==> config.mk <==
export PLATFORM = sky130hd
export DESIGN_NAME = bortmr_top
export DESIGN_NICKNAME = d
export VERILOG_FILES = /design/src/core/bortmr_pkg.sv /design/src/core/bortmr_sync.sv /design/src/core/bortmr_top.sv
export SDC_FILE = /design/constraint.sdc
export NUM_CORES = 1
export LEC_CHECK = 0
export BUFFER_PORTS_ARGS = -buffer_cell sky130_fd_sc_hd__buf_4
export CAP_MARGIN = 20
export CELL_PAD_IN_SITES_DETAIL_PLACEMENT = 1
export CELL_PAD_IN_SITES_GLOBAL_PLACEMENT = 1
export CORE_UTILIZATION = 40
export CTS_CLUSTER_SIZE = 20
export DETAILED_ROUTE_END_ITERATION = 10
export PLACE_DENSITY_LB_ADDON = 0.1
export SLEW_MARGIN = 10
export SYNTH_ARGS = -nofsm -noshare
export SYNTH_HDL_FRONTEND = slang
export SYNTH_HIERARCHICAL = 1
export SYNTH_SLANG_ARGS = --single-unit
==> constraint.sdc <==
create_clock -name CORE_CLK -period 1.8 [get_ports CORE_CLK]
set_clock_uncertainty 0.1 [all_clocks]
set_input_delay 0.36 -clock CORE_CLK [delete_from_list [all_inputs] [get_ports CORE_CLK]]
set_output_delay 0.36 -clock CORE_CLK [all_outputs]
set_load 0.05 [all_outputs]
==> src/core/bortmr_pkg.sv <==
/*
 * constants for the brown-out reset and power-up delay sequencer.
 * assumes a single 25 mhz core clock standing in for the internal rc clock.
 */
package bortmr_pkg;
    // ----------------------------------------------------------------
    // configuration encodings
    // ----------------------------------------------------------------
    localparam logic [1:0] BOR_CFG_OFF = 2'h0;
    localparam logic [1:0] BOR_CFG_SOFT = 2'h1;
    localparam logic [1:0] BOR_CFG_NOSLEEP = 2'h2;
    localparam logic [1:0] BOR_CFG_ON = 2'h3;
    // ----------------------------------------------------------------
    // timing
    // ----------------------------------------------------------------
    localparam int CLK_FREQ_HZ = 25000000;
    localparam int PUDLY_W = 11;
    localparam logic [PUDLY_W-1:0] PUDLY_LAST = 11'h7ff;
    localparam int OSCDLY_W = 10;
    localparam logic [OSCDLY_W-1:0] OSCDLY_LAST = 10'h3ff;
    localparam int TPLL_MS = 2;
    localparam int TPLL_CYC = (CLK_FREQ_HZ / 1000) * TPLL_MS;
    localparam int QUAL_NS = 200;
    localparam int QUAL_CYC = (QUAL_NS * (CLK_FREQ_HZ / 1000000) + 999) / 1000;
    localparam int QUAL_W = 8;
    // ----------------------------------------------------------------
    // reset values
    // ----------------------------------------------------------------
    localparam logic RST_STATUS_N = 1'b0;
    localparam logic RST_SOFT_EN = 1'b1;
    // ----------------------------------------------------------------
    // sequencer states
    // ----------------------------------------------------------------
    typedef enum logic [4:0] {
        BORT_ST_BROWN = 5'h01,
        BORT_ST_PUDLY = 5'h02,
        BORT_ST_OSCDLY = 5'h04,
        BORT_ST_PLL = 5'h08,
        BORT_ST_RUN = 5'h10
    } bortmr_state_t;
endpackage : bortmr_pkg

==> src/core/bortmr_sync.sv <==
/*
 * two flip-flop synchroniser for one level.
 * assumes input is asynchronous to clk.
 */
`timescale 1ns/100ps
module bortmr_sync (
    input wire logic clk,
    input wire logic rst_n,
    input wire logic d,
    output logic q
);
    logic meta_ff;
    logic q_ff;
    always_ff @(posedge clk or negedge rst_n) begin
        if (!rst_n) begin
            meta_ff <= 1'b0;
            q_ff <= 1'b0;
        end else begin
            meta_ff <= d;
            q_ff <= meta_ff;
        end
    end
    assign q = q_ff;
endmodule : bortmr_sync

==> src/core/bortmr_top.sv <==
/*
 * brown-out reset qualification and power-up delay sequencer.
 * assumes power-on reset drives RSTN and the comparator and sleep pins are
 * asynchronous; firmware handles the status flags through plain ports.
 */
// Summary of operation
// - enabled config resets on qualified low supply
// - brown-out reset held while supply low
// - power-up delay starts after supply recovers
// - dip during delay restarts the count
// - brown-out enable never enables delay
// - config 01 gives software bit control
// - soft bit ignored, reads zero otherwise
// - threshold only from configuration field
// - brown-out flag cleared on each reset
// - config 10 disables detection in sleep
// - config 11 always on, 00 off
// - delay is 11-bit counter, holds reset
// - delay only when disable_n bit low
// - crystal modes add 1024 oscillator cycles
// - pll mode adds 2 ms lock delay
`timescale 1ns/100ps
module bortmr_top
    import bortmr_pkg::*;
#(
    parameter int PLL_LOCK_CYC = TPLL_CYC
) (
    // clock and power-on reset
    input wire logic CORE_CLK,
    input wire logic RSTN,
    // configuration
    input wire logic [1:0] BROWNOUT_ENABLE_CFG,
    input wire logic [1:0] BROWNOUT_THRESHOLD_CFG,
    input wire logic POWERUP_DELAY_DISABLE_N,
    input wire logic XTAL_MODE,
    input wire logic PLL_MODE,
    // supply monitor and power mode
    input wire logic SUPPLY_BELOW_THRESHOLD,
    input wire logic SLEEP_MODE,
    input wire logic OSC_CLK,
    // firmware access to status
    input wire logic SOFT_BROWNOUT_ENABLE_WR,
    input wire logic SOFT_BROWNOUT_ENABLE_WDATA,
    input wire logic BROWNOUT_STATUS_N_SET,
    // outputs
    output logic [1:0] COMPARATOR_THRESHOLD_SEL,
    output logic COMPARATOR_ENABLE,
    output logic SOFT_BROWNOUT_ENABLE,
    output logic BROWNOUT_STATUS_N,
    output logic INTERNAL_RESET_N
);
    // ----------------------------------------------------------------
    // input synchronisers
    // ----------------------------------------------------------------
    logic below_s;
    logic sleep_s;
    logic osc_s;
    bortmr_sync u_sync_below (.clk(CORE_CLK), .rst_n(RSTN), .d(SUPPLY_BELOW_THRESHOLD),
        .q(below_s));
    bortmr_sync u_sync_sleep (.clk(CORE_CLK), .rst_n(RSTN), .d(SLEEP_MODE), .q(sleep_s));
    bortmr_sync u_sync_osc (.clk(CORE_CLK), .rst_n(RSTN), .d(OSC_CLK), .q(osc_s));

    // ----------------------------------------------------------------
    // detector enable decode
    // ----------------------------------------------------------------
    logic soft_en_ff;
    logic nxt_soft_en;
    logic det_en;
    always_comb begin
        case (BROWNOUT_ENABLE_CFG)
            BOR_CFG_SOFT: det_en = soft_en_ff;
            BOR_CFG_NOSLEEP: det_en = !sleep_s;
            BOR_CFG_ON: det_en = 1'b1;
            default: det_en = 1'b0;
        endcase
    end

    // ----------------------------------------------------------------
    // brown-out qualification
    // ----------------------------------------------------------------
    logic [QUAL_W-1:0] qual_ff;
    logic [QUAL_W-1:0] nxt_qual;
    logic bor_ff;
    logic nxt_bor;
    always_comb begin
        nxt_qual = '0;
        nxt_bor = bor_ff;
        if (!det_en) begin
            nxt_bor = 1'b0;
        end else if (below_s) begin
            if (bor_ff || qual_ff >= QUAL_W'(QUAL_CYC)) begin
                nxt_bor = 1'b1;
                nxt_qual = qual_ff;
            end else begin
                nxt_qual = qual_ff + QUAL_W'(1);
            end
        end else begin
            nxt_bor = 1'b0;
        end
    end

    // ----------------------------------------------------------------
    // reset sequencer
    // ----------------------------------------------------------------
    bortmr_state_t state_ff;
    bortmr_state_t nxt_state;
    logic [PUDLY_W-1:0] pudly_ff;
    logic [PUDLY_W-1:0] nxt_pudly;
    logic [OSCDLY_W-1:0] oscdly_ff;
    logic [OSCDLY_W-1:0] nxt_oscdly;
    logic [31:0] pll_ff;
    logic [31:0] nxt_pll;
    logic osc_d_ff;
    logic osc_rise;
    bortmr_state_t after_pudly;
    bortmr_state_t after_oscdly;
    assign osc_rise = osc_s && !osc_d_ff;
    always_comb begin
        after_oscdly = PLL_MODE ? BORT_ST_PLL : BORT_ST_RUN;
        if (XTAL_MODE || PLL_MODE) begin
            after_pudly = BORT_ST_OSCDLY;
        end else begin
            after_pudly = after_oscdly;
        end
    end
    always_comb begin
        nxt_state = state_ff;
        nxt_pudly = '0;
        nxt_oscdly = '0;
        nxt_pll = '0;
        case (state_ff)
            BORT_ST_BROWN: begin
                if (!bor_ff) begin
                    nxt_state = POWERUP_DELAY_DISABLE_N ? after_pudly : BORT_ST_PUDLY;
                end
            end
            BORT_ST_PUDLY: begin
                nxt_pudly = pudly_ff + PUDLY_W'(1);
                if (pudly_ff == PUDLY_LAST) begin
                    nxt_state = after_pudly;
                end
            end
            BORT_ST_OSCDLY: begin
                nxt_oscdly = oscdly_ff;
                if (osc_rise) begin
                    nxt_oscdly = oscdly_ff + OSCDLY_W'(1);
                    if (oscdly_ff == OSCDLY_LAST) begin
                        nxt_state = after_oscdly;
                    end
                end
            end
            BORT_ST_PLL: begin
                nxt_pll = pll_ff + 32'h1;
                if (pll_ff >= 32'(PLL_LOCK_CYC - 1)) begin
                    nxt_state = BORT_ST_RUN;
                end
            end
            BORT_ST_RUN: nxt_state = BORT_ST_RUN;
            default: nxt_state = BORT_ST_BROWN;
        endcase
        if (bor_ff) begin
            nxt_state = BORT_ST_BROWN;
            nxt_pudly = '0;
        end
    end

    // ----------------------------------------------------------------
    // firmware-visible flags
    // ----------------------------------------------------------------
    logic status_n_ff;
    logic nxt_status_n;
    always_comb begin
        nxt_soft_en = soft_en_ff;
        if (SOFT_BROWNOUT_ENABLE_WR) begin
            nxt_soft_en = SOFT_BROWNOUT_ENABLE_WDATA;
        end
        nxt_status_n = status_n_ff;
        if (BROWNOUT_STATUS_N_SET) begin
            nxt_status_n = 1'b1;
        end
        if (bor_ff) begin
            nxt_status_n = 1'b0;
        end
    end

    // ----------------------------------------------------------------
    // registers
    // ----------------------------------------------------------------
    logic rst_n_ff;
    logic comp_en_ff;
    logic [1:0] thr_ff;
    logic soft_rd_ff;
    always_ff @(posedge CORE_CLK or negedge RSTN) begin
        if (!RSTN) begin
            state_ff <= BORT_ST_BROWN;
            qual_ff <= '0;
            bor_ff <= 1'b0;
            pudly_ff <= '0;
            oscdly_ff <= '0;
            pll_ff <= '0;
            osc_d_ff <= 1'b0;
            soft_en_ff <= RST_SOFT_EN;
            status_n_ff <= RST_STATUS_N;
            rst_n_ff <= 1'b0;
            comp_en_ff <= 1'b0;
            thr_ff <= 2'h0;
            soft_rd_ff <= 1'b0;
        end else begin
            state_ff <= nxt_state;
            qual_ff <= nxt_qual;
            bor_ff <= nxt_bor;
            pudly_ff <= nxt_pudly;
            oscdly_ff <= nxt_oscdly;
            pll_ff <= nxt_pll;
            osc_d_ff <= osc_s;
            soft_en_ff <= nxt_soft_en;
            status_n_ff <= nxt_status_n;
            rst_n_ff <= (nxt_state == BORT_ST_RUN) && !nxt_bor;
            comp_en_ff <= det_en;
            thr_ff <= BROWNOUT_THRESHOLD_CFG;
            soft_rd_ff <= (BROWNOUT_ENABLE_CFG == BOR_CFG_SOFT) && nxt_soft_en;
        end
    end
    assign INTERNAL_RESET_N = rst_n_ff;
    assign COMPARATOR_ENABLE = comp_en_ff;
    assign COMPARATOR_THRESHOLD_SEL = thr_ff;
    assign SOFT_BROWNOUT_ENABLE = soft_rd_ff;
    assign BROWNOUT_STATUS_N = status_n_ff;
endmodule : bortmr_top

* After elaboration in Yosys (flattened, before gate mapping)
Index checks and enable logic that the tools add are counted.
Word-level totals: flip-flop bits (word level) 81, output and inout bits 6
Cells by class: add/subtract/negate cells 4, order comparisons 2, eq/ne operators 13, muxes and demuxes 24, reductions and logical operators 9
Operators by type and width (count):
- $mux W5 | 8
- $add A32 B1 Y32 const B | 1
- $ge A32 B16 Y1 const B | 1
- $mux W32 | 1
- $pmux W5 S5 | 1
- $mux W8 | 3
- $mux W11 | 2
- $mux W10 | 2
- $add A11 B1 Y11 const B | 1
- $eq A11 B11 Y1 const B | 1
- $add A10 B1 Y10 const B | 1
- $eq A10 B10 Y1 const B | 1
- $eq A5 B5 Y1 const B | 2
- $add A8 B1 Y8 const B | 1
- $ge A8 B3 Y1 const B | 1
- $mux W1 | 6
- $eq A5 B1 Y1 const B | 1
- $eq A5 B2 Y1 const B | 1
- $eq A5 B3 Y1 const B | 1
- $eq A5 B4 Y1 const B | 1
- $eq A2 B2 Y1 const B | 2
- $logic_and A1 B1 Y1 | 3
- $logic_not A1 Y1 | 3
- $ne A3 B3 Y1 const B | 1
- other kinds (5) | 6

* Depth between registers and ports, before layout
Gate-level depths: netlist of run 1.
depth after elaboration 7, gate-level depth with buffers 7

* Cells and area by module
Netlist of run 1, hierarchy kept.
By module, submodules not included:
- bortmr_top | instances 1, cells an instance 370, area each 3689.8 um2, seq. area each 1879.3 um2
- bortmr_sync | instances 3, cells an instance 2, area each 50.0 um2, seq. area each 50.0 um2

* Worst setup path after synthesis of run 1
No wires, ideal clock.
path type register -> register, from reg pll_ff[12], to reg rst_n_ff, in the netlist INTERNAL_RESET_N, setup time 80 ps, arrival 1801 ps, required time 1620 ps, path slack -181 ps, stages on the path, launching flop included 6, path buffers 0, clock period less this slack 1981 ps, cell sequence dfrtp_1 -> or4_1 -> or4_4 -> o211ai_2 -> a211oi_1 -> nor3_2
On the way: cells in the longest elaborated chain, start to end 6
RTL lines:
- from (decl) | line bortmr_top.sv:111 | logic [31:0] pll_ff;
- from (signal assigned) | line bortmr_top.sv:214 | pll_ff <= nxt_pll;
- $ge A32 B16 Y1 | line bortmr_top.sv:154 | if (pll_ff >= 32'(PLL_LOCK_CYC - 1)) begin
- $mux W5 | line bortmr_top.sv:154
- $pmux W5 S5 | line bortmr_top.sv:131 | case (state_ff)
- $mux W5 | line bortmr_top.sv:161 | if (bor_ff) begin
- $eq A5 B5 Y1 | line bortmr_top.sv:218 | rst_n_ff <= (nxt_state == BORT_ST_RUN) && !nxt_bor;
- $logic_and A1 B1 Y1 | line bortmr_top.sv:218
- to (signal assigned) | line bortmr_top.sv:218
- to (decl) | line bortmr_top.sv:189 | logic rst_n_ff;
Every way passes these cells. A chain may end at the register's enable or synchronous reset.

* Worst setup path after layout of run 1
from reg pll_ff[13], to reg rst_n_ff, in the netlist INTERNAL_RESET_N
The elaborated chain is that of the path after synthesis.

==> PnR_summary.wiki, run 1 <==
{| class="wikitable"
! Metric !! Value
|-
| Core Region || 9280 um^2
|-
| Post-layout power || 3910 uW
|-
| CP max FO || 4
|-
| Maximum number of pins on one net before global-route repair || 44
|-
| Gate family responsible for the most delay along the worst path || simple AND/OR/NAND/NOR gates
|-
| Detailed-route wire length || 9.97 mm
|-
| FMAX || 0.475 GHz
|-
| Standard cell with the maximum stage delay on the critical path || sky130_fd_sc_hd__or4_4
|-
| Cell area after layout || 5370 um^2
|-
| Crit path arrival time || between 2 and 2.5 ns
|-
| Maximum single-stage delay on the critical path || 0.56 ns
|-
| TritonCTS Buffers || 9
|-
| Net switching component of the power || between 1000 and 1500 uW
|-
| Most used flip-flop cell after synthesis || sky130_fd_sc_hd__dfrtp_1
|-
| Fraction of power spent switching nets || 27.4%
|-
| Mean area per synthesized cell || about 10 um^2
|-
| Die ar. || 10000 um^2
|-
| Fraction of final layout cells sized beyond drive strength 1 || 33.8%
|-
| DR pass1 iterations || 4
|-
| Cell area power density || 729 nW/um^2
|-
| Fraction of registers with async set or reset after synthesis || 100%
|-
| I/O Pins || 21
|-
| Clock tree from TritonCTS || yes
|-
| Clock power share || between 30% and 40%
|-
| FF-to-FF Start || pll_ff[13]$_DFF_PN0_
|-
| Kind of critical path || reg -> reg
|-
| Fillcell total || between 1000 and 1500
|-
| Number of enable-type register cells in the synthesized netlist || 0
|-
| Total count of max-transition violations in the final report || 0
|-
| Period Utilization, post-route || 117%
|-
| Portion of the post-synthesis area used by sequential elements || 52.9%
|-
| Congestion Overflow GR || 0
|-
| Kind of start point of the critical path || flop
|-
| Diodes inserted || 0
|-
| Final hold violations || 0
|-
| Launch instance of the worst min-delay path || BROWNOUT_STATUS_N_SET
|-
| Antenna violations before repair || 0
|-
| Beginning of the critical path || pll_ff[13]$_DFF_PN0_
|-
| Syn Nets || 397
|-
| Number of buffers inserted by port buffering || 20
|-
| Clock-pin slew on the worst setup and hold paths || 0.09 ns
|-
| Relative contribution of combinational cells to total power || 15.1%
|-
| Share of the core filled with cells in the final layout || ~58%
|-
| Setup repair after global routing missed its margin || yes
|-
| Unique masters post-synth || 49
|-
| Max-slew headroom at the worst pin || 75.7%
|-
| Transition time at the pin with the least slew margin || roughly 0.36 ns
|-
| Clk Tree Root Cell || sky130_fd_sc_hd__clkbuf_8
|-
| Worst setup slack after placement || -0.277 ns
|-
| P_leak || 0.00247 uW
|-
| Detailed-route via count || between 3000 and 4000
|-
| Worst hold path type || in -> reg
|-
| Run status || finished, violations left
|-
| YS warnings || 6
|-
| Critical Path End Type || flop
|-
| Flip-flop and latch count after synthesis || 81
|-
| CP Cell Sequence || or4_4 -> or4_4 -> o211ai_2 -> a211oi_2 -> nor3_2
|-
| Internal power contribution || roughly 2800 uW
|-
| Highest ir drop seen on vdd || 0.610 mV
|-
| Setup-violating endpoint count in the final report || 17
|-
| Detailed Place HPWL || 6.10 mm
|-
| Global router's overall resource usage || 20.4%
|-
| DRT iter0 DRCs || 70
|-
| Final Wtd Congestion || 0.806
|-
| Final #Nets || roughly 500
|-
| Antenna viol nets, final || 0
|-
| Setup slack after layout || -0.305 ns
|-
| Vias in the first global route || roughly 3300
|-
| Max-Cap Viols || 0
|-
| Average wire length per cell after detail routing || 16.4 um
|-
| Share of total power in sequential cells || 50.0%
|-
| Row Count || 35
|-
| Initial Utilization || a little over 40%
|-
| Required arrival time at the worst endpoint || 1.99 ns
|-
| Via-per-instance ratio || 5.16
|-
| Chip height || 100 um
|-
| Area delta synth->final || 39.8%
|-
| Number of instances in the synthesized netlist || 376
|-
| Post-detailed-placement cell area || between 4000 and 5000 um^2
|-
| CTS sink count || 81
|-
| Sum of buffers and inverters on the critical path || 0
|-
| Level count of the clock H-tree || 3
|-
| Crit path top cell by count || sky130_fd_sc_hd__or4_4
|-
| Tmin final || 2.11 ns
|-
| Violated checks || negative setup slack
|-
| Number of remaining DRC errors || 0
|-
| Die Span X || 100 um
|-
| Largest buffer count on any clock path || 2
|-
| First-pass GRT wire length || around 16 mm
|-
| Clock insertion delay at the later pin of the skew report || ~0.37 ns
|-
| Post-synthesis cell area || 3840 um^2
|}
-- cell type report --
class,instances,area (um^2),area share [%]
repair buffers,102,902,16.8
multi-input cells,268,2030,37.8
clock buffers,12,145,2.70
clock inverters,4,52.6,0.979
flip-flops and latches,81,2030,37.8
well taps,129,161,3.01
inverters,12,45.0,0.839
-- power groups by stage --
stage          Sequential [uW]  Clock [uW]  Combinational [uW]
3_3_place_gp              1980           0                 547
3_5_place_dp              1990           0                 562
5_1_grt                   1970        1490                 641
6_report                  1960        1360                 591
4_1_cts                   1950        1420                 577
2_1_floorplan             1990           0                 302
-- per-stage QoR --
stage | std cells | setup TNS, ns | hold WS, ns
5_1_grt | 608 | -3.15 | 0.132
3_3_place_gp | 563 | -0.874 | 0.178
3_5_place_dp | 563 | -1.55 | 0.179
2_1_floorplan | 376 | -0.354 | -0.0356
4_1_cts | 587 | -1.30 | 0.121
6_report | 608 | -1.32 | 0.140
-- routing by layer --
| layer | up-vias | global-route usage, % | routed length [um] |
|---|---|---|---|
| met5 | - | 0 | 0 |
| met4 | 0 | 6.80 | 162 |
| met3 | 12 | 5.64 | 283 |
| met2 | 38 | 33.5 | 5060 |
| met1 | 1587 | 26.0 | 4460 |
| li1 | 1498 | - | - |
-- worst min-delay path: stages --
cell and delay, ns:
sky130_fd_sc_hd__buf_4 0.08, sky130_fd_sc_hd__nor2_1 0.03, sky130_fd_sc_hd__nor2_1 0.09
-- Yosys cell counts, types with 3 or more instances --
cell	number	area, um^2
sky130_fd_sc_hd__dfrtp_1	79	1980
sky130_fd_sc_hd__inv_1	12	45.0
sky130_fd_sc_hd__and4_1	8	70.1
sky130_fd_sc_hd__nor2_1	64	240
sky130_fd_sc_hd__nor4_1	15	93.8
sky130_fd_sc_hd__nand2b_1	3	18.8
sky130_fd_sc_hd__a21oi_1	9	45.0
sky130_fd_sc_hd__and3b_1	3	26.3
sky130_fd_sc_hd__nand3_1	18	90.1
sky130_fd_sc_hd__xor2_1	18	158
sky130_fd_sc_hd__clkbuf_1	10	37.5
sky130_fd_sc_hd__nand3b_1	3	22.5
sky130_fd_sc_hd__nor2b_1	3	18.8
sky130_fd_sc_hd__ha_1	6	75.1
sky130_fd_sc_hd__o21ai_0	5	25.0
sky130_fd_sc_hd__and3_1	6	37.5
sky130_fd_sc_hd__nand2_1	16	60.1
sky130_fd_sc_hd__nand4_1	7	43.8
sky130_fd_sc_hd__buf_2	3	15.0
sky130_fd_sc_hd__and2_1	4	25.0
sky130_fd_sc_hd__or3_1	7	43.8
sky130_fd_sc_hd__xnor2_1	29	254
sky130_fd_sc_hd__nor3_1	12	60.1
-- path summary, 6_finish.rpt --
path                                                 endpoint  slack (ns)  cells past startpoint
worst min register to register       u_sync_below/q$_DFF_PN0_        0.26                      0
worst min-delay path            BROWNOUT_STATUS_N$_DFFE_PN0P_        0.14                      3
worst max register to register     INTERNAL_RESET_N$_DFF_PN0_       -0.31                      5
worst max-delay path               INTERNAL_RESET_N$_DFF_PN0_       -0.31                      5
min in group asynchronous                pll_ff[29]$_DFF_PN0_        0.33                      2
max in group asynchronous                soft_en_ff$_DFF_PN1_        0.65                      3
-- timing repair --
action                                  CTS  global route
setup buffers                             1            20
endpoints found under the setup margin   20            39
hold buffers                              6             0
resized for setup                        24            50
cloned                                    1             2
hold endpoints to repair                 25             0
pin swaps                                 4            37
-- layout by cell type, fill, tap and decap left out, types with 8 or more instances in the layout --
cell type,synthesis,layout
sky130_fd_sc_hd__buf_4,0,81
sky130_fd_sc_hd__dfrtp_1,79,78
sky130_fd_sc_hd__nor2_1,64,63
sky130_fd_sc_hd__xnor2_1,29,27
sky130_fd_sc_hd__xor2_1,18,18
sky130_fd_sc_hd__nand3_1,18,17
sky130_fd_sc_hd__nand2_1,16,16
sky130_fd_sc_hd__inv_1,12,12
sky130_fd_sc_hd__clkbuf_8,0,10
sky130_fd_sc_hd__nor3_4,0,8
sky130_fd_sc_hd__nor4_4,0,8
-- state kept, by name (all words and copies together), names as in the netlist, 2 cells and up --
signal	cells
COMPARATOR_THRESHOLD_SEL	2
oscdly_ff	10
pll_ff	32
pudly_ff	11
qual_ff	8
state_ff	5
-- kinds of logic after synthesis --
logic type,share of synthesized area [%]
buffers and inverters,2.74
xor gates and xnor gates,10.7
muxes,0.554
adders and majority gates,1.95
AOI/OAI and AO/OA,6.16
and+or+nand+nor,25.0
DFF,52.9
No activity file was read; power rests on OpenSTA's default activity.
==> inputs of run 2 (changes only) <==
- clock period: 1.8 -> 1.75 ns (I/O delays scaled with it)
==> run 2 against run 1 <==
The flow still finishes with violations (negative setup slack). Hold slack better by 0.0062 ns. Count of clock-buffer cells in the layout fell by 1. Core utilization increased by 0.98 points. Flip-flop and latch count unchanged. Critical path depth unchanged. Wire length is 2.4% higher. First-iteration DRC count fell by 27%. Sequential power increased by 2%. Clock power fell by 5%. Total power rose by 0.41%. Sequential share of layout area decreased by 0.66 points. Critical path type unchanged. Largest cell class is now multi-input gates. Largest power group unchanged.
==> PnR_summary.wiki, run 2 (same netlist as run 1, synthesis figures left out) <==
{| class="wikitable"
! Metric !! Value
|-
| Run status || finished, violations left
|-
| Violated checks || negative setup slack
|-
| Clock power share || between 30% and 40%
|-
| Via-per-instance ratio || about 5.1
|-
| Share of total power in sequential cells || 50.9%
|-
| Fillcell total || 1007
|-
| Non-filler cells in the finished layout || 612
|-
| Number of remaining DRC errors || 0
|-
| Die ar. || 10000 um^2
|-
| Transition time at the pin with the least slew margin || 0.387 ns
|-
| Clk Tree Root Cell || sky130_fd_sc_hd__clkbuf_8
|-
| Clock-pin slew on the worst setup and hold paths || roughly 0.080 ns
|-
| Congestion Overflow GR || 0
|-
| Most common library cell in the layout ignoring fill and taps || sky130_fd_sc_hd__buf_4
|-
| P_leak || 0.00251 uW
|-
| Detailed-route via count || 3145
|-
| Required arrival time at the worst endpoint || slightly below 2 ns
|-
| Post-layout power || roughly 3900 uW
|-
| Initial Utilization || 41.4%
|-
| Relative contribution of combinational cells to total power || 16.2%
|-
| Registers with the most flip-flops || pll_ff x32, pudly_ff x11, oscdly_ff x10
|-
| Maximum single-stage delay on the critical path || between 0.5 and 0.6 ns
|-
| Critical Path End Type || flop
|-
| Final Wtd Congestion || between 0.8 and 0.9
|-
| Row Count || 35
|-
| Setup repair after global routing missed its margin || yes
|-
| Setup-violating endpoint count in the final report || 30
|-
| Post-placement cell count || roughly 570
|-
| Clock tree from TritonCTS || yes
|-
| FMAX || 0.486 GHz
|-
| Antenna violations before repair || 0
|-
| Average wire length per cell after detail routing || between 15 and 20 um
|-
| Setup slack after layout || -0.308 ns
|-
| I/O Pins || 21
|-
| Detailed Place HPWL || roughly 6.5 mm
|-
| Core Region || 9280 um^2
|-
| Total count of max-transition violations in the final report || 0
|-
| Max-slew headroom at the worst pin || 73.9%
|-
| Level count of the clock H-tree || 3
|-
| Detailed-route wire length || 10.2 mm
|-
| Highest ir drop seen on vdd || 0.366 mV
|-
| Kind of start point of the critical path || flop
|-
| Diodes inserted || 0
|-
| Largest buffer count on any clock path || 2
|-
| TritonCTS Buffers || 9
|-
| Clock insertion delay at the later pin of the skew report || 0.35 ns
|-
| Kind of critical path || reg -> reg
|-
| Chip height || 100 um
|-
| Net switching component of the power || ~1100 uW
|-
| Number of buffers inserted by port buffering || 20
|-
| Global router's overall resource usage || about 22%
|-
| Setup TNS Final || -4.43 ns
|-
| Antenna viol nets, final || 0
|-
| Cell area power density || 719 nW/um^2
|-
| Fraction of final layout cells sized beyond drive strength 1 || around 36%
|-
| First-pass GRT wire length || 17.2 mm
|-
| CP Cell Sequence || or4_4 -> or4_4 -> o2111ai_4 -> nand3_2 -> nor3_2
|-
| Area delta synth->final || 42.1%
|-
| Final hold violations || 0
|-
| Share of the core filled with cells in the final layout || 58.8%
|-
| DR pass1 iterations || 4
|-
| Max-Cap Viols || 0
|-
| Fraction of power spent switching nets || 28.2%
|-
| Tmin final || 2.06 ns
|-
| Crit path top cell by count || sky130_fd_sc_hd__or4_4
|-
| Internal power contribution || around 2800 uW
|-
| Number of flip-flops in the largest register || 32
|-
| Largest Register || pll_ff
|-
| Crit path arrival time || 2.24 ns
|-
| CTS sink count || 81
|-
| Die Span X || 100 um
|-
| CP max FO || 2
|-
| Final #Nets || 499
|-
| DRT iter0 DRCs || 51
|-
| Period Utilization, post-route || 118%
|-
| Vias in the first global route || 3503
|-
| Worst hold path type || in -> reg
|-
| Standard cell with the maximum stage delay on the critical path || sky130_fd_sc_hd__or4_4
|-
| Commonest non-fill, non-tap cells in the layout || sky130_fd_sc_hd__buf_4 (86), sky130_fd_sc_hd__dfrtp_1 (79), sky130_fd_sc_hd__nor2_1 (63)
|-
| Maximum number of pins on one net before global-route repair || 32
|}
==> run 2: cell types whose count changed in the layout (fill, tap and decap cells not counted), moves of 3 or more <==
| cell | delta |
|---|---|
| sky130_fd_sc_hd__buf_4 | +5 |
| sky130_fd_sc_hd__buf_16 | +3 |
| sky130_fd_sc_hd__buf_6 | -3 |
| sky130_fd_sc_hd__buf_12 | +3 |
| sky130_fd_sc_hd__buf_8 | -3 |
==> run 2: cell type report <==
| class | count | area, um^2 | area share, % |
|---|---|---|---|
| Sequential cell | 81 | 2030 | 37.2 |
| Inverter | 12 | 45.0 | 0.825 |
| Clock inverter | 5 | 30.0 | 0.550 |
| Multi-Input combinational cell | 268 | 2060 | 37.8 |
| Tap cell | 129 | 161 | 2.96 |
| Clock buffer | 11 | 151 | 2.77 |
| Timing Repair Buffer | 106 | 978 | 17.9 |
==> run 2: worst max-delay path, delay by kind of cell (launching register included) <==
kind / cells / cell delay, ns
DFF: 1 / 0.39
and+or+nand+nor: 4 / 1.28
AOI/OAI and AO/OA: 1 / 0.22
==> run 2: timing repair <==
item                                   CTS  global route
buffers inserted                         4             8
endpoints found under the hold margin   26             0
cloned                                   3             1
setup endpoints to repair               25            34
gates resized for setup                 50            22
pin swaps                               29            17
hold buffers                             6             0
==> run 2: path summary, 6_finish.rpt <==
check / to / cells after the start / slack, ns / start
worst max register to register: INTERNAL_RESET_N$_DFF_PN0_ / 5 / -0.31 / pll_ff[13]$_DFF_PN0_
min in group asynchronous: pll_ff[6]$_DFF_PN0_ / 2 / 0.34 / RSTN
worst max-delay path: INTERNAL_RESET_N$_DFF_PN0_ / 5 / -0.31 / pll_ff[13]$_DFF_PN0_
worst min-delay path: COMPARATOR_ENABLE$_DFF_PN0_ / 3 / 0.15 / BROWNOUT_ENABLE_CFG[1]
max in group asynchronous: state_ff[0]$_DFF_PN1_ / 3 / 0.67 / RSTN
worst min register to register: u_sync_osc/q$_DFF_PN0_ / 0 / 0.25 / u_sync_osc/meta_ff$_DFF_PN0_
==> run 2: power groups by stage <==
stage / Sequential (uW) / Clock [uW] / Combinational, uW
5_1_grt: 2010 / 1400 / 713
4_1_cts: 2000 / 1330 / 642
2_1_floorplan: 2050 / 0 / 316
3_3_place_gp: 2030 / 0 / 599
6_report: 2000 / 1290 / 635
3_5_place_dp: 2030 / 0 / 611
==> run 2: routing by layer <==
| layer | global-route usage (%) | vias to the layer above | part of all wire (%) |
|---|---|---|---|
| met4 | 7.36 | 0 | 1.2 |
| met3 | 3.41 | 9 | 2.4 |
| met2 | 39.7 | 29 | 54 |
| met5 | 0 | - | 0 |
| li1 | - | 1510 | - |
| met1 | 27.5 | 1597 | 43 |
==> run 2: through the flow <==
step,worst slack [ns],hold slack (ns),cell area (um^2)
2_1_floorplan,-0.217,-0.0456,3900
3_3_place_gp,-0.276,0.189,4670
3_5_place_dp,-0.357,0.190,4670
4_1_cts,-0.317,0.130,5280
5_1_grt,-0.375,0.143,5460
6_report,-0.308,0.146,5460
==> inputs of run 3 (changes only) <==
- REMOVE_ABC_BUFFERS: default -> 1
==> run 3 against run 2 <==
The flow still finishes with violations (negative setup slack). Critical path type unchanged. Clock power up 20%. Total power grew 8.1%. Core utilization up 2.7 points. Worst setup slack lost 0.063 ns.
==> PnR_summary.wiki, run 3 (same netlist as run 1, synthesis figures left out) <==
{| class="wikitable"
! Metric !! Value
|-
| Cell area power density || 743 nW/um^2
|-
| Die ar. || 10000 um^2
|-
| Kind of critical path || reg -> reg
|-
| Final Wtd Congestion || 0.787
|-
| Standard cell with the maximum stage delay on the critical path || sky130_fd_sc_hd__or4_4
|-
| Highest ir drop seen on vdd || 0.393 mV
|-
| Post-layout power || about 4200 uW
|-
| CP Cell Sequence || or4_4 -> or4_4 -> o211ai_2 -> a211oi_2 -> nor3_2
|-
| CP max FO || 2
|-
| Fillcell total || 994
|-
| Fraction of final layout cells sized beyond drive strength 1 || 39.8%
|-
| Reg-to-reg setup timing slack || -0.37 ns
|-
| First-pass GRT wire length || 17.9 mm
|-
| Clk Tree Root Cell || sky130_fd_sc_hd__clkbuf_8
|-
| Setup repair after global routing missed its margin || yes
|-
| Area delta synth->final || 48.6%
|-
| CTS sink count || slightly above 80
|-
| DR pass1 iterations || 4
|-
| Global router's overall resource usage || 23.3%
|-
| TritonCTS Buffers || 9
|-
| Capture endpoint of the worst hold path || BROWNOUT_STATUS_N$_DFFE_PN0P_
|-
| Max-Cap Viols || 0
|-
| Detailed Place HPWL || approximately 6.2 mm
|-
| P_leak || approximately 0.0026 uW
|-
| Largest buffer count on any clock path || 2
|-
| Share of total power in sequential cells || 47.7%
|-
| Row Count || 35
|-
| Worst setup slack after placement || -0.338 ns
|-
| Crit path top cell by count || sky130_fd_sc_hd__or4_4
|-
| Worst hold path type || in -> reg
|-
| Largest Register || pll_ff
|-
| Violated checks || negative setup slack
|-
| Setup TNS Final || -5.13 ns
|-
| Maximum single-stage delay on the critical path || around 0.55 ns
|-
| Clock-pin slew on the worst setup and hold paths || roughly 0.080 ns
|-
| Clock insertion delay at the later pin of the skew report || 0.36 ns
|-
| Tmin final || 2.12 ns
|-
| Detailed-route wire length || roughly 11 mm
|-
| Setup-violating endpoint count in the final report || 31
|-
| Number of buffers inserted by port buffering || 20
|-
| I/O Pins || 21
|-
| Worst hold slack across all endpoints || 0.115 ns
|-
| Antenna viol nets, final || 0
|-
| Net switching component of the power || 1180 uW
|-
| Vias in the first global route || roughly 3600
|-
| Final #Nets || 516
|-
| Maximum number of pins on one net before global-route repair || 34
|-
| Congestion Overflow GR || 0
|-
| R2R depth || 5
|-
| Core Region || 9280 um^2
|-
| Initial Utilization || between 40 and 50%
|-
| Worst hold stages || 3
|-
| Commonest non-fill, non-tap cells in the layout || sky130_fd_sc_hd__buf_4 (100), sky130_fd_sc_hd__dfrtp_1 (78), sky130_fd_sc_hd__nor2_1 (63)
|-
| Kind of start point of the critical path || flop
|-
| Die Span X || around 100 um
|-
| Level count of the clock H-tree || 3
|-
| Fraction of power spent switching nets || 27.8%
|-
| Diodes inserted || 0
|-
| Most common library cell in the layout ignoring fill and taps || sky130_fd_sc_hd__buf_4
|-
| Average wire length per cell after detail routing || 17.2 um
|-
| FMAX || 0.472 GHz
|-
| Relative contribution of combinational cells to total power || 15.9%
|-
| Transition time at the pin with the least slew margin || 0.463 ns
|-
| Max-slew headroom at the worst pin || 68.9%
|-
| Clock power share || 36.4%
|-
| Chip height || approximately 100 um
|-
| Internal power contribution || approximately 3000 uW
|-
| Clock tree from TritonCTS || yes
|-
| Run status || finished, violations left
|-
| Antenna violations before repair || 0
|-
| DRT iter0 DRCs || 65
|-
| Number of flip-flops in the largest register || 32
|-
| Via-per-instance ratio || 5.18
|-
| Critical Path End Type || flop
|-
| Setup slack after layout || -0.370 ns
|-
| Final hold violations || 0
|-
| Registers with the most flip-flops || pll_ff x32, pudly_ff x11, oscdly_ff x10
|-
| Total count of max-transition violations in the final report || 0
|-
| Launch instance of the worst min-delay path || BROWNOUT_STATUS_N_SET
|-
| FF-to-FF Start || pll_ff[12]$_DFF_PN0_
|-
| Required arrival time at the worst endpoint || 1.92 ns
|-
| Number of remaining DRC errors || 0
|-
| Reg2reg end || INTERNAL_RESET_N$_DFF_PN0_
|-
| Period Utilization, post-route || 121%
|-
| Crit path arrival time || about 2.3 ns
|-
| Detailed-route via count || 3260
|}
[run 3: cell types whose count changed in the layout (fill, tap and decap cells not counted), sizes merged]
cell / previous run / this run
buf: 99 / 117
clkbuf: 12 / 10
clkinv: 3 / 2
bufinv: 0 / 2
[run 3: stage by stage]
stage / instances / instance area (um^2) / util [%]
final: 629 / 5710 / 61.5
after global routing: 629 / 5710 / 61.5
after CTS: 617 / 5490 / 59.1
after detailed placement: 580 / 4650 / 50.1
after global placement: 580 / 4650 / 50.1
after floorplan: 361 / 3780 / -
[run 3: timing repair]
| action | 4_1_cts | 5_1_grt |
|---|---|---|
| hold endpoints to repair | 26 | 0 |
| setup endpoints to repair | 31 | 46 |
| resized for setup | 68 | 29 |
| setup buffers | 11 | 12 |
| gates cloned | 4 | 0 |
| pin swaps | 54 | 25 |
| hold buffers | 6 | 0 |
[run 3: how the worst max path moves through the flow]
stage / start / to / slack, ns / depth (start not counted)
finish: pll_ff[12]$_DFF_PN0_ / INTERNAL_RESET_N$_DFF_PN0_ / -0.37 / 5
global route: pll_ff[12]$_DFF_PN0_ / INTERNAL_RESET_N$_DFF_PN0_ / -0.43 / 5
CTS: pll_ff[12]$_DFF_PN0_ / INTERNAL_RESET_N$_DFF_PN0_ / -0.31 / 5
detailed placement: pll_ff[12]$_DFF_PN0_ / INTERNAL_RESET_N$_DFF_PN0_ / -0.34 / 5
global placement: pll_ff[12]$_DFF_PN0_ / INTERNAL_RESET_N$_DFF_PN0_ / -0.26 / 5
floorplan: pll_ff[12]$_DFF_PN0_ / INTERNAL_RESET_N$_DFF_PN0_ / -0.23 / 5
[run 3: cell type report]
class                      instances  area (um^2)  share of cell area (%)
tap                              129          161                    2.83
clock inverter                     6         92.6                    1.62
clock buffer                      10          128                    2.24
timing repair buffer             123         1110                    19.5
inverter                          12         45.0                   0.789
sequential                        81         2030                    35.6
multi-input combinational        268         2140                    37.5
[run 3: power groups by stage]
stage	Sequential, uW	Clock, uW	Combinational (uW)
global route	2030	1650	733
global placement	2040	0	569
detailed placement	2040	0	588
floorplan	2080	0	257
finish	2020	1550	673
CTS	2010	1580	616
[run 3: worst max-delay path, delay by kind of cell, from the launching register on]
kind	cells	cell delay [ns]
AOI/OAI and AO/OA	2	0.29
and+or+nand+nor	3	1.26
DFF	1	0.40
[run 3: metal layers]
metal | global-route usage, % | up-vias | wire (um)
li1 | - | 1537 | -
met1 | 28.4 | 1657 | 4710
met2 | 40.7 | 44 | 5640
met3 | 4.25 | 22 | 237
met4 | 9.36 | 0 | 243
met5 | 0 | - | 0
